$ cat src/hw/ssacr_pkg.sv
// Shared constants for the converter control and readout block.
// Assumes one 50 MHz clock (mclk) on both ends and a synchronous active-low reset.
package ssacr_pkg;
	// ----------------------------------------
	// Clock and timing
	// ----------------------------------------
	localparam int CLK_NS = 20;
	localparam int CONV_TIME_NS = 4000;
	localparam int CONV_CYCLES = (CONV_TIME_NS + CLK_NS - 1) / CLK_NS;
	localparam int RST_PULSE_NS = 50;
	localparam int RST_CYCLES = (RST_PULSE_NS + CLK_NS - 1) / CLK_NS;
	localparam int STRB_CYCLES = 4;
	localparam int HALF_CYCLES = 8;
	// ----------------------------------------
	// Result layout
	// ----------------------------------------
	localparam int N_CH = 8;
	localparam int RES_W = 16;
	localparam int ALL_W = N_CH * RES_W;
	localparam int SER_W = 4 * RES_W;
	localparam int N_PAR = 8;
	localparam int N_BYTE = 16;
	localparam int N_SER = 64;
	localparam int FLAG_FALLS = 16;
	localparam int SER_A_BIT = 7;
	localparam int SER_B_BIT = 8;
	// ----------------------------------------
	// Synchronised pin vector on the device
	// ----------------------------------------
	localparam int SYNC_W = 9;
	localparam int I_CA = 0;
	localparam int I_CB = 1;
	localparam int I_RST = 2;
	localparam int I_CS = 3;
	localparam int I_RD = 4;
	localparam int I_RNG = 5;
	localparam int I_IF = 6;
	localparam int I_BYTE = 7;
	localparam int I_HBF = 8;
	// ----------------------------------------
	// Controller registers (APB byte addresses)
	// ----------------------------------------
	localparam logic [7:0] A_CTRL = 8'h00;
	localparam logic [7:0] A_STAT = 8'h04;
	localparam logic [7:0] A_DATA = 8'h08;
	localparam logic [7:0] A_LAST = 8'h24;
	localparam int C_START = 0;
	localparam int C_RESET = 1;
	localparam int C_RANGE = 2;
	localparam int C_IFSEL = 3;
	localparam int C_BYTE = 4;
	localparam int C_HBF = 5;
	localparam int S_BUSY = 0;
	localparam int S_DONE = 1;
	localparam int S_ACT = 2;
	// ----------------------------------------
	// Controller states
	// ----------------------------------------
	typedef enum logic [3:0] {
		ST_IDLE = 4'b0000,
		ST_RSTP = 4'b0001,
		ST_STRB = 4'b0010,
		ST_WHI = 4'b0011,
		ST_WLO = 4'b0100,
		ST_CSDN = 4'b0101,
		ST_LOW = 4'b0110,
		ST_HIGH = 4'b0111,
		ST_CSUP = 4'b1000
	} ssacr_st_t;
endpackage

$ cat src/hw/ssacr_if.sv
// Link between the converter device end and the host controller end.
// Assumes both ends run on mclk; three-state lines resolve here, floating lines read low.
`timescale 1ns/100ps
interface ssacr_if;
	logic start_strobe_a;
	logic start_strobe_b;
	logic reset_pulse;
	logic range_sel;
	logic cs_n;
	logic rd_sclk;
	logic interface_select;
	logic byte_mode_select;
	logic high_byte_first;
	logic busy;
	logic first_channel_flag;
	logic first_channel_flag_oe;
	logic [15:0] parallel_result_bus;
	logic [15:0] parallel_result_bus_oe;
	logic [15:0] bus_level;
	logic flag_level;
	// ----------------------------------------
	// Wire levels from the enables
	// ----------------------------------------
	assign bus_level = parallel_result_bus & parallel_result_bus_oe;
	assign flag_level = first_channel_flag & first_channel_flag_oe;
	modport dev(
		input start_strobe_a, start_strobe_b, reset_pulse, range_sel, cs_n, rd_sclk,
		input interface_select, byte_mode_select, high_byte_first,
		output busy, first_channel_flag, first_channel_flag_oe, parallel_result_bus, parallel_result_bus_oe
	);
	modport host(
		output start_strobe_a, start_strobe_b, reset_pulse, range_sel, cs_n, rd_sclk,
		output interface_select, byte_mode_select, high_byte_first,
		input busy, bus_level, flag_level
	);
endinterface

$ cat src/hw/ssacr_dev.sv
// Device end: conversion control, result registers and the three readout modes.
// Assumes all link inputs are asynchronous to mclk; each passes two flip-flops first.
`timescale 1ns/100ps
module ssacr_dev
	import ssacr_pkg::*;
#(
	parameter int CONV_CNT = CONV_CYCLES
)
(
	input wire logic mclk,
	input wire logic nrst,
	ssacr_if.dev link,
	input wire logic [ALL_W-1:0] ch_data,
	output logic hold_a,
	output logic hold_b,
	output logic range_wide
);
	typedef struct packed {
		logic [SYNC_W-1:0] s1;
		logic [SYNC_W-1:0] s2;
		logic [SYNC_W-1:0] s3;
		logic pend_a;
		logic pend_b;
		logic hold_a;
		logic hold_b;
		logic busy;
		logic range_wide;
		logic [15:0] conv_cnt;
		logic [ALL_W-1:0] res;
		logic [3:0] rd_idx;
		logic [4:0] fall_cnt;
		logic [SER_W-1:0] sh_a;
		logic [SER_W-1:0] sh_b;
		logic [15:0] db;
		logic [15:0] db_oe;
		logic flag;
		logic flag_oe;
	} ssacr_dev_t;

	ssacr_dev_t q_reg;
	ssacr_dev_t q_next;
	logic [SYNC_W-1:0] pins;
	logic [SYNC_W-1:0] rise;
	logic [SYNC_W-1:0] fall;
	logic par_mode;
	logic byte_mode;
	logic ser_mode;
	logic cs_low;
	logic hi_byte;
	logic [RES_W-1:0] cur_word;
	// Idle pin levels: chip select and read strobe rest high, so reset must not fake a select
	localparam logic [SYNC_W-1:0] PIN_IDLE = (SYNC_W'(1) << I_CS) | (SYNC_W'(1) << I_RD);

	// Result word of one channel, channel one at the bottom
	function automatic logic [RES_W-1:0] word_of(input logic [ALL_W-1:0] r, input logic [2:0] i);
		word_of = r[i*RES_W +: RES_W];
	endfunction

	// ----------------------------------------
	// Pin vector and edge detection
	// ----------------------------------------
	// Edges only look at the second and third stages, never the first
	assign pins = {link.high_byte_first, link.byte_mode_select, link.interface_select, link.range_sel,
		link.rd_sclk, link.cs_n, link.reset_pulse, link.start_strobe_b, link.start_strobe_a};
	assign rise = q_reg.s2 & ~q_reg.s3;
	assign fall = ~q_reg.s2 & q_reg.s3;
	assign par_mode = ~q_reg.s2[I_IF];
	assign byte_mode = q_reg.s2[I_IF] & q_reg.s2[I_BYTE];
	assign ser_mode = q_reg.s2[I_IF] & ~q_reg.s2[I_BYTE];
	assign cs_low = ~q_reg.s2[I_CS];
	assign hi_byte = q_reg.rd_idx[0] ^ q_reg.s2[I_HBF];
	assign cur_word = word_of(q_reg.res, byte_mode ? q_reg.rd_idx[3:1] : q_reg.rd_idx[2:0]);

	// ----------------------------------------
	// Next state
	// ----------------------------------------
	always_comb
	begin
		q_next = q_reg;
		q_next.s1 = pins;
		q_next.s2 = q_reg.s1;
		q_next.s3 = q_reg.s2;
		// Range follows the pin with no gating, even mid-conversion
		q_next.range_wide = q_reg.s2[I_RNG];

		// Conversion start and busy
		if (!q_reg.busy)
		begin
			// Edges while busy fall outside this branch and are dropped
			if (rise[I_CA])
			begin
				q_next.pend_a = 1'b1;
				q_next.hold_a = 1'b1;
			end
			if (rise[I_CB])
			begin
				q_next.pend_b = 1'b1;
				q_next.hold_b = 1'b1;
			end
			if (q_next.pend_a && q_next.pend_b)
			begin
				q_next.busy = 1'b1;
				q_next.conv_cnt = '0;
				q_next.pend_a = 1'b0;
				q_next.pend_b = 1'b0;
			end
		end
		else if (q_reg.conv_cnt == 16'(CONV_CNT - 1))
		begin
			q_next.busy = 1'b0;
			q_next.res = ch_data;
			q_next.hold_a = 1'b0;
			q_next.hold_b = 1'b0;
			q_next.rd_idx = '0;
		end
		else
		begin
			q_next.conv_cnt = q_reg.conv_cnt + 16'h0001;
		end

		// Parallel and byte reads on the read strobe falling edge
		if (cs_low && fall[I_RD] && !ser_mode)
		begin
			q_next.flag = (q_reg.rd_idx == 4'h0);
			if (par_mode)
			begin
				q_next.db = cur_word;
				q_next.rd_idx = {1'b0, q_reg.rd_idx[2:0] + 3'h1};
			end
			else
			begin
				q_next.db = {8'h00, hi_byte ? cur_word[15:8] : cur_word[7:0]};
				q_next.rd_idx = q_reg.rd_idx + 4'h1;
			end
		end

		// Serial frame: load on cs fall, shift on clock rise
		if (ser_mode && fall[I_CS])
		begin
			q_next.sh_a = {word_of(q_reg.res, 3'h0), word_of(q_reg.res, 3'h1),
				word_of(q_reg.res, 3'h2), word_of(q_reg.res, 3'h3)};
			q_next.sh_b = {word_of(q_reg.res, 3'h4), word_of(q_reg.res, 3'h5),
				word_of(q_reg.res, 3'h6), word_of(q_reg.res, 3'h7)};
			q_next.flag = 1'b1;
			q_next.fall_cnt = '0;
		end
		else if (ser_mode && cs_low)
		begin
			if (rise[I_RD])
			begin
				q_next.sh_a = {q_reg.sh_a[SER_W-2:0], 1'b0};
				q_next.sh_b = {q_reg.sh_b[SER_W-2:0], 1'b0};
			end
			if (fall[I_RD] && q_reg.fall_cnt != 5'(FLAG_FALLS))
			begin
				q_next.fall_cnt = q_reg.fall_cnt + 5'h01;
				if (q_reg.fall_cnt == 5'(FLAG_FALLS - 1))
				begin
					q_next.flag = 1'b0;
				end
			end
		end
		if (ser_mode)
		begin
			q_next.db = '0;
			q_next.db[SER_A_BIT] = q_next.sh_a[SER_W-1];
			q_next.db[SER_B_BIT] = q_next.sh_b[SER_W-1];
		end

		// Output enables per mode
		if (par_mode)
		begin
			q_next.db_oe = {16{cs_low & ~q_reg.s2[I_RD]}};
		end
		else if (byte_mode)
		begin
			q_next.db_oe = {8'h00, {8{cs_low & ~q_reg.s2[I_RD]}}};
		end
		else
		begin
			q_next.db_oe = '0;
			q_next.db_oe[SER_A_BIT] = cs_low;
			q_next.db_oe[SER_B_BIT] = cs_low;
		end
		q_next.flag_oe = cs_low;

		// Reset pulse rising edge overrides the above except the enables, range and serial fall count
		if (rise[I_RST])
		begin
			q_next.busy = 1'b0;
			q_next.pend_a = 1'b0;
			q_next.pend_b = 1'b0;
			q_next.hold_a = 1'b0;
			q_next.hold_b = 1'b0;
			q_next.conv_cnt = '0;
			q_next.res = '0;
			q_next.sh_a = '0;
			q_next.sh_b = '0;
			q_next.db = '0;
			q_next.rd_idx = '0;
			q_next.flag = 1'b0;
		end
	end

	// ----------------------------------------
	// State register
	// ----------------------------------------
	always_ff @(posedge mclk)
	begin
		if (!nrst)
		begin
			q_reg <= '0;
			q_reg.s1 <= PIN_IDLE;
			q_reg.s2 <= PIN_IDLE;
			q_reg.s3 <= PIN_IDLE;
		end
		else
		begin
			q_reg <= q_next;
		end
	end

	// Outputs straight from the state register
	assign link.busy = q_reg.busy;
	assign link.parallel_result_bus = q_reg.db;
	assign link.parallel_result_bus_oe = q_reg.db_oe;
	assign link.first_channel_flag = q_reg.flag;
	assign link.first_channel_flag_oe = q_reg.flag_oe;
	assign hold_a = q_reg.hold_a;
	assign hold_b = q_reg.hold_b;
	assign range_wide = q_reg.range_wide;
endmodule

$ cat src/flat_wrapper.sv
// flat-port wrapper written by rule: the top's interface ports become plain ports
module ssacr_dev_flat import ssacr_pkg::*;
#(
	parameter int CONV_CNT = CONV_CYCLES
)
  (mclk, nrst, ch_data, hold_a, hold_b, range_wide, link_start_strobe_a, link_start_strobe_b, link_reset_pulse, link_range_sel, link_cs_n, link_rd_sclk, link_interface_select, link_byte_mode_select, link_high_byte_first, link_busy, link_first_channel_flag, link_first_channel_flag_oe, link_parallel_result_bus, link_parallel_result_bus_oe);
  ssacr_if link_i ();
  input wire logic mclk;
  input wire logic nrst;
  input wire logic [ALL_W-1:0] ch_data;
  output logic hold_a;
  output logic hold_b;
  output logic range_wide;
  input wire logic [$bits(link_i.start_strobe_a)-1:0] link_start_strobe_a;
  input wire logic [$bits(link_i.start_strobe_b)-1:0] link_start_strobe_b;
  input wire logic [$bits(link_i.reset_pulse)-1:0] link_reset_pulse;
  input wire logic [$bits(link_i.range_sel)-1:0] link_range_sel;
  input wire logic [$bits(link_i.cs_n)-1:0] link_cs_n;
  input wire logic [$bits(link_i.rd_sclk)-1:0] link_rd_sclk;
  input wire logic [$bits(link_i.interface_select)-1:0] link_interface_select;
  input wire logic [$bits(link_i.byte_mode_select)-1:0] link_byte_mode_select;
  input wire logic [$bits(link_i.high_byte_first)-1:0] link_high_byte_first;
  output wire logic [$bits(link_i.busy)-1:0] link_busy;
  output wire logic [$bits(link_i.first_channel_flag)-1:0] link_first_channel_flag;
  output wire logic [$bits(link_i.first_channel_flag_oe)-1:0] link_first_channel_flag_oe;
  output wire logic [$bits(link_i.parallel_result_bus)-1:0] link_parallel_result_bus;
  output wire logic [$bits(link_i.parallel_result_bus_oe)-1:0] link_parallel_result_bus_oe;
  assign link_i.start_strobe_a = link_start_strobe_a;
  assign link_i.start_strobe_b = link_start_strobe_b;
  assign link_i.reset_pulse = link_reset_pulse;
  assign link_i.range_sel = link_range_sel;
  assign link_i.cs_n = link_cs_n;
  assign link_i.rd_sclk = link_rd_sclk;
  assign link_i.interface_select = link_interface_select;
  assign link_i.byte_mode_select = link_byte_mode_select;
  assign link_i.high_byte_first = link_high_byte_first;
  assign link_busy = link_i.busy;
  assign link_first_channel_flag = link_i.first_channel_flag;
  assign link_first_channel_flag_oe = link_i.first_channel_flag_oe;
  assign link_parallel_result_bus = link_i.parallel_result_bus;
  assign link_parallel_result_bus_oe = link_i.parallel_result_bus_oe;
  ssacr_dev #(.CONV_CNT(CONV_CNT)) u_core (.mclk(mclk), .nrst(nrst), .link(link_i), .ch_data(ch_data), .hold_a(hold_a), .hold_b(hold_b), .range_wide(range_wide));
endmodule
$ cat config.mk
export PLATFORM = sky130hd
export DESIGN_NAME = ssacr_dev_flat
export DESIGN_NICKNAME = d
export VERILOG_FILES = /design/src/hw/ssacr_pkg.sv /design/src/hw/ssacr_if.sv /design/src/hw/ssacr_dev.sv /design/src/flat_wrapper.sv
export SDC_FILE = /design/constraint.sdc
export NUM_CORES = 1
export LEC_CHECK = 0
export BUFFER_PORTS_ARGS = -buffer_cell sky130_fd_sc_hd__buf_2
export CORE_UTILIZATION = 51
export CTS_CLUSTER_DIAMETER = 40
export DETAILED_ROUTE_END_ITERATION = 7
export PLACE_DENSITY_LB_ADDON = 0.1
export SLEW_MARGIN = 20
export SYNTH_ARGS = -nofsm -noshare
export SYNTH_HDL_FRONTEND = slang
export SYNTH_SLANG_ARGS = --single-unit
$ cat constraint.sdc
create_clock -name mclk -period 3.2 [get_ports mclk]
set_input_delay 0.64 -clock mclk [delete_from_list [all_inputs] [get_ports mclk]]
set_output_delay 0.64 -clock mclk [all_outputs]
set_load 0.02 [all_outputs]
==> impl_metrics.py <==
metrics = {
    "sta": {
        "max_freq_mhz": 398,
        "setup-violations-final": 0,
        "worst_clock_skew_ns": 0.0121,
        "tightest_slew_ns": 1.12,
        "rsz0062_at_grt": "no",
        "drv_slew": 0,
        "post-route-period-util": 0.785,
        "hold_violations": 0,
        "post-route-min-period_ns": 2.51,
        "slew-limit-headroom": 0.251,
        "setup_tns_ns": 0,
    },
    "floorplanning": {
        "initial_core_util": 0.518,
        "die_area_sq_mm": 0.0281,
        "coreArea_sq_mm": 0.0270,
        "io-pin-count": 177,
        "rows": 60,
        "die_h_um": 168,
        "die_width_um": 168,
    },
    "routing": {
        "drt_iter0_drc": 1320,
        "drc_errors": 20,
        "firstDrtPassIters": 8,
        "vias": 11978,
        "routed_wirelength_um": 38900,
        "detail_route.wl_per_cell_um": 18.9,
        "ant_nets": 0,
        "vias_per_cell": 5.82,
    },
    "critical_path": {
        "required_ns": 3.65,
        "crit_arrival_ns": 2.96,
        "worstSetupPathType": "register to register",
        "path_max_fanout": 38,
        "end_kind": "register",
        "start_kind": "register",
    },
    "layout": {
        "post-route-util": 0.601,
        "final_nets": 1828,
        "largest_reg_flops": 288,
        "drive_gt1_frac": 0.172,
        "syn_to_final_growth_pct": 16.0,
        "antennaDiodeCount": 0,
        "fillers": 2396,
    },
    "clock_network": {
        "htreeDepth": 2,
        "hold_buffers": 0,
        "clk_latency_ns": 0.52,
        "cts_setup_buffers": 0,
        "clk_pin_slew_ns": 0.06,
        "clk_path_buf_depth": 3,
        "cts_tree": "yes",
        "cts_root_buffer": "clkbuf_16",
        "ctsResizeCount": 0,
        "cts_sinks": 332,
        "cts_inserted_buffers": 45,
    },
    "yosys": {
        "synthFlopType": "dfxtp_1",
        "synth.distinct_cells": 61,
        "syn_area_sq_mm": 0.0140,
        "syn_nets": 1741,
        "synth-seq-area-share": 0.476,
        "ys_warn_count": 0,
        "synthArstFlopShare": 0,
        "syn_inst": 1596,
        "synth_seq_cells": 332,
        "postSynthAreaPerCell_sq_um": 8.76,
        "synth_edf_count": 0,
    },
    "global_route": {
        "antenna_found_initial": 0,
        "grt_max_degree": 136,
        "overflow": 0,
        "grt_pass1_wl_um": 61000,
        "grt_use_total": 0.275,
        "first_global_vias": 10965,
    },
    "power_and_ir_drop": {
        "powerDensity_mw_per_mm2": 578,
        "vdd.ir_drop.worst_mv": 0.314,
        "total_leakage_power_nw": 6.83,
    },
    "outcome": {
        "outcome": "finished with violations",
        "violations": "design-rule violations",
    },
    "placement": {
        "place.gp.congestion": 0.941,
        "detailed_place_hpwl_um": 26700,
        "io_buffers": 176,
    },
    "job": {
        "drv_cap": 0,
    },
    "min_path": {
        "hp-class": "primary input to register",
    },
}
## per-stage QoR
stage	hold WS (ns)	instance area [sq um]	std cells	worst slack [ns]	total power [mW]
after floorplan	0.386	14000	1596	1.15	4.40
after global routing	0.291	16200	2057	0.450	9.67
after CTS	0.288	16200	2057	0.659	9.45
after detailed placement	0.393	14700	1977	0.670	4.53
final	0.302	16200	2057	0.686	9.38
after global placement	0.393	14700	1977	0.734	4.53
## logic make-up (layout without fill, tap and decap cells)
| family | Yosys count | count (layout) | share of synthesized area |
|---|---|---|---|
| AOI/OAI and AO/OA | 392 | 392 | 0.188 |
| xor gates and xnor gates | 18 | 18 | 0.0113 |
| adders and majority gates | 6 | 6 | 0.00537 |
| buffers and inverters | 166 | 286 | 0.0629 |
| DFF | 332 | 332 | 0.476 |
| muxes | 114 | 114 | 0.0847 |
| and+or+nand+nor | 568 | 568 | 0.172 |
## routing by layer
| metal | vias to the layer above | share of wire | track usage |
|---|---|---|---|
| met4 | 0 | 0.028 | 0.0933 |
| li1 | 5788 | - | - |
| met5 | - | 0 | 0 |
| met2 | 460 | 0.44 | 0.415 |
| met3 | 75 | 0.078 | 0.0373 |
| met1 | 5655 | 0.46 | 0.402 |
## final timing paths
kind / start / endpoint / slack [ns] / cells after the start
hold reg to reg: u_core.q_next[334] / u_core.q_next[325] / 0.40 / 1
hold / removal: link_cs_n / u_core.q_next[333] / 0.30 / 2
setup / recovery: u_core.q_reg[308] / u_core.q_reg[209] / 0.69 / 6
setup reg to reg: u_core.q_reg[308] / u_core.q_reg[209] / 0.69 / 6
## placed cells by master, fill, tap and decap left out, types with 14 or more instances in the layout
master and n:
dfxtp_1 332, nand2_1 288, nor2_1 176, buf_2 176
a21oi_1 153, mux2i_1 109, a211oi_1 99, clkbuf_16 45
a222oi_1 33, and2_1 22, o21ai_0 22, buf_4 18
o22ai_1 16, nand3_1 14
## layout make-up
cell class,count,area (sq um),area share
Clock buffer,52,1180,0.0730
Inverter,7,26.3,0.00162
Sequential cell,332,6650,0.410
Clock inverter,28,313,0.0193
Multi-Input combinational cell,1098,6500,0.401
Timing Repair Buffer,199,1120,0.0689
Tap cell,341,427,0.0263
## synth_stat cells, drive strengths merged, types with 3 or more instances
| master | instances | area share |
|---|---|---|
| xor2 | 8 | 0.0050 |
| inv | 6 | 0.0016 |
| a222oi | 33 | 0.024 |
| nand2 | 290 | 0.078 |
| nor4 | 8 | 0.0047 |
| o22ai | 16 | 0.0072 |
| nand4 | 6 | 0.0027 |
| a22oi | 4 | 0.0021 |
| or3 | 6 | 0.0027 |
| o2111ai | 6 | 0.0038 |
| nor2 | 177 | 0.048 |
| ha | 6 | 0.0054 |
| a21oi | 153 | 0.055 |
| and3 | 7 | 0.0031 |
| mux4 | 3 | 0.0048 |
| mux2i | 110 | 0.079 |
| o21ai | 29 | 0.010 |
| o2bb2ai | 5 | 0.0031 |
| a221o | 8 | 0.0057 |
| o22a | 12 | 0.0075 |
| nor3 | 9 | 0.0036 |
| xnor2 | 10 | 0.0063 |
| and2 | 25 | 0.011 |
| nand3 | 15 | 0.0054 |
| nand3b | 3 | 0.0016 |
| a211oi | 99 | 0.053 |
| a211o | 12 | 0.0075 |
| nor2b | 3 | 0.0013 |
| nand2b | 11 | 0.0049 |
| buf | 79 | 0.040 |
| clkbuf | 80 | 0.021 |
| dfxtp | 332 | 0.48 |
| o31ai | 3 | 0.0016 |
## where the power goes
part           switching [mW]  total [mW]  internal, mW
registers              0.0177        4.18          4.16
clock network            1.92        4.93          3.02
logic                   0.156       0.262         0.106
total                    2.09        9.38          7.29
## critical path: stages, from the launching register on
cell and delay, ns:
dfxtp_1 0.35, or4_4 0.58, nor4_4 0.33, and2_4 0.48, buf_4 0.42, nand2_1 0.10
a21oi_1 0.16
No activity file was read; power rests on OpenSTA's default activity.
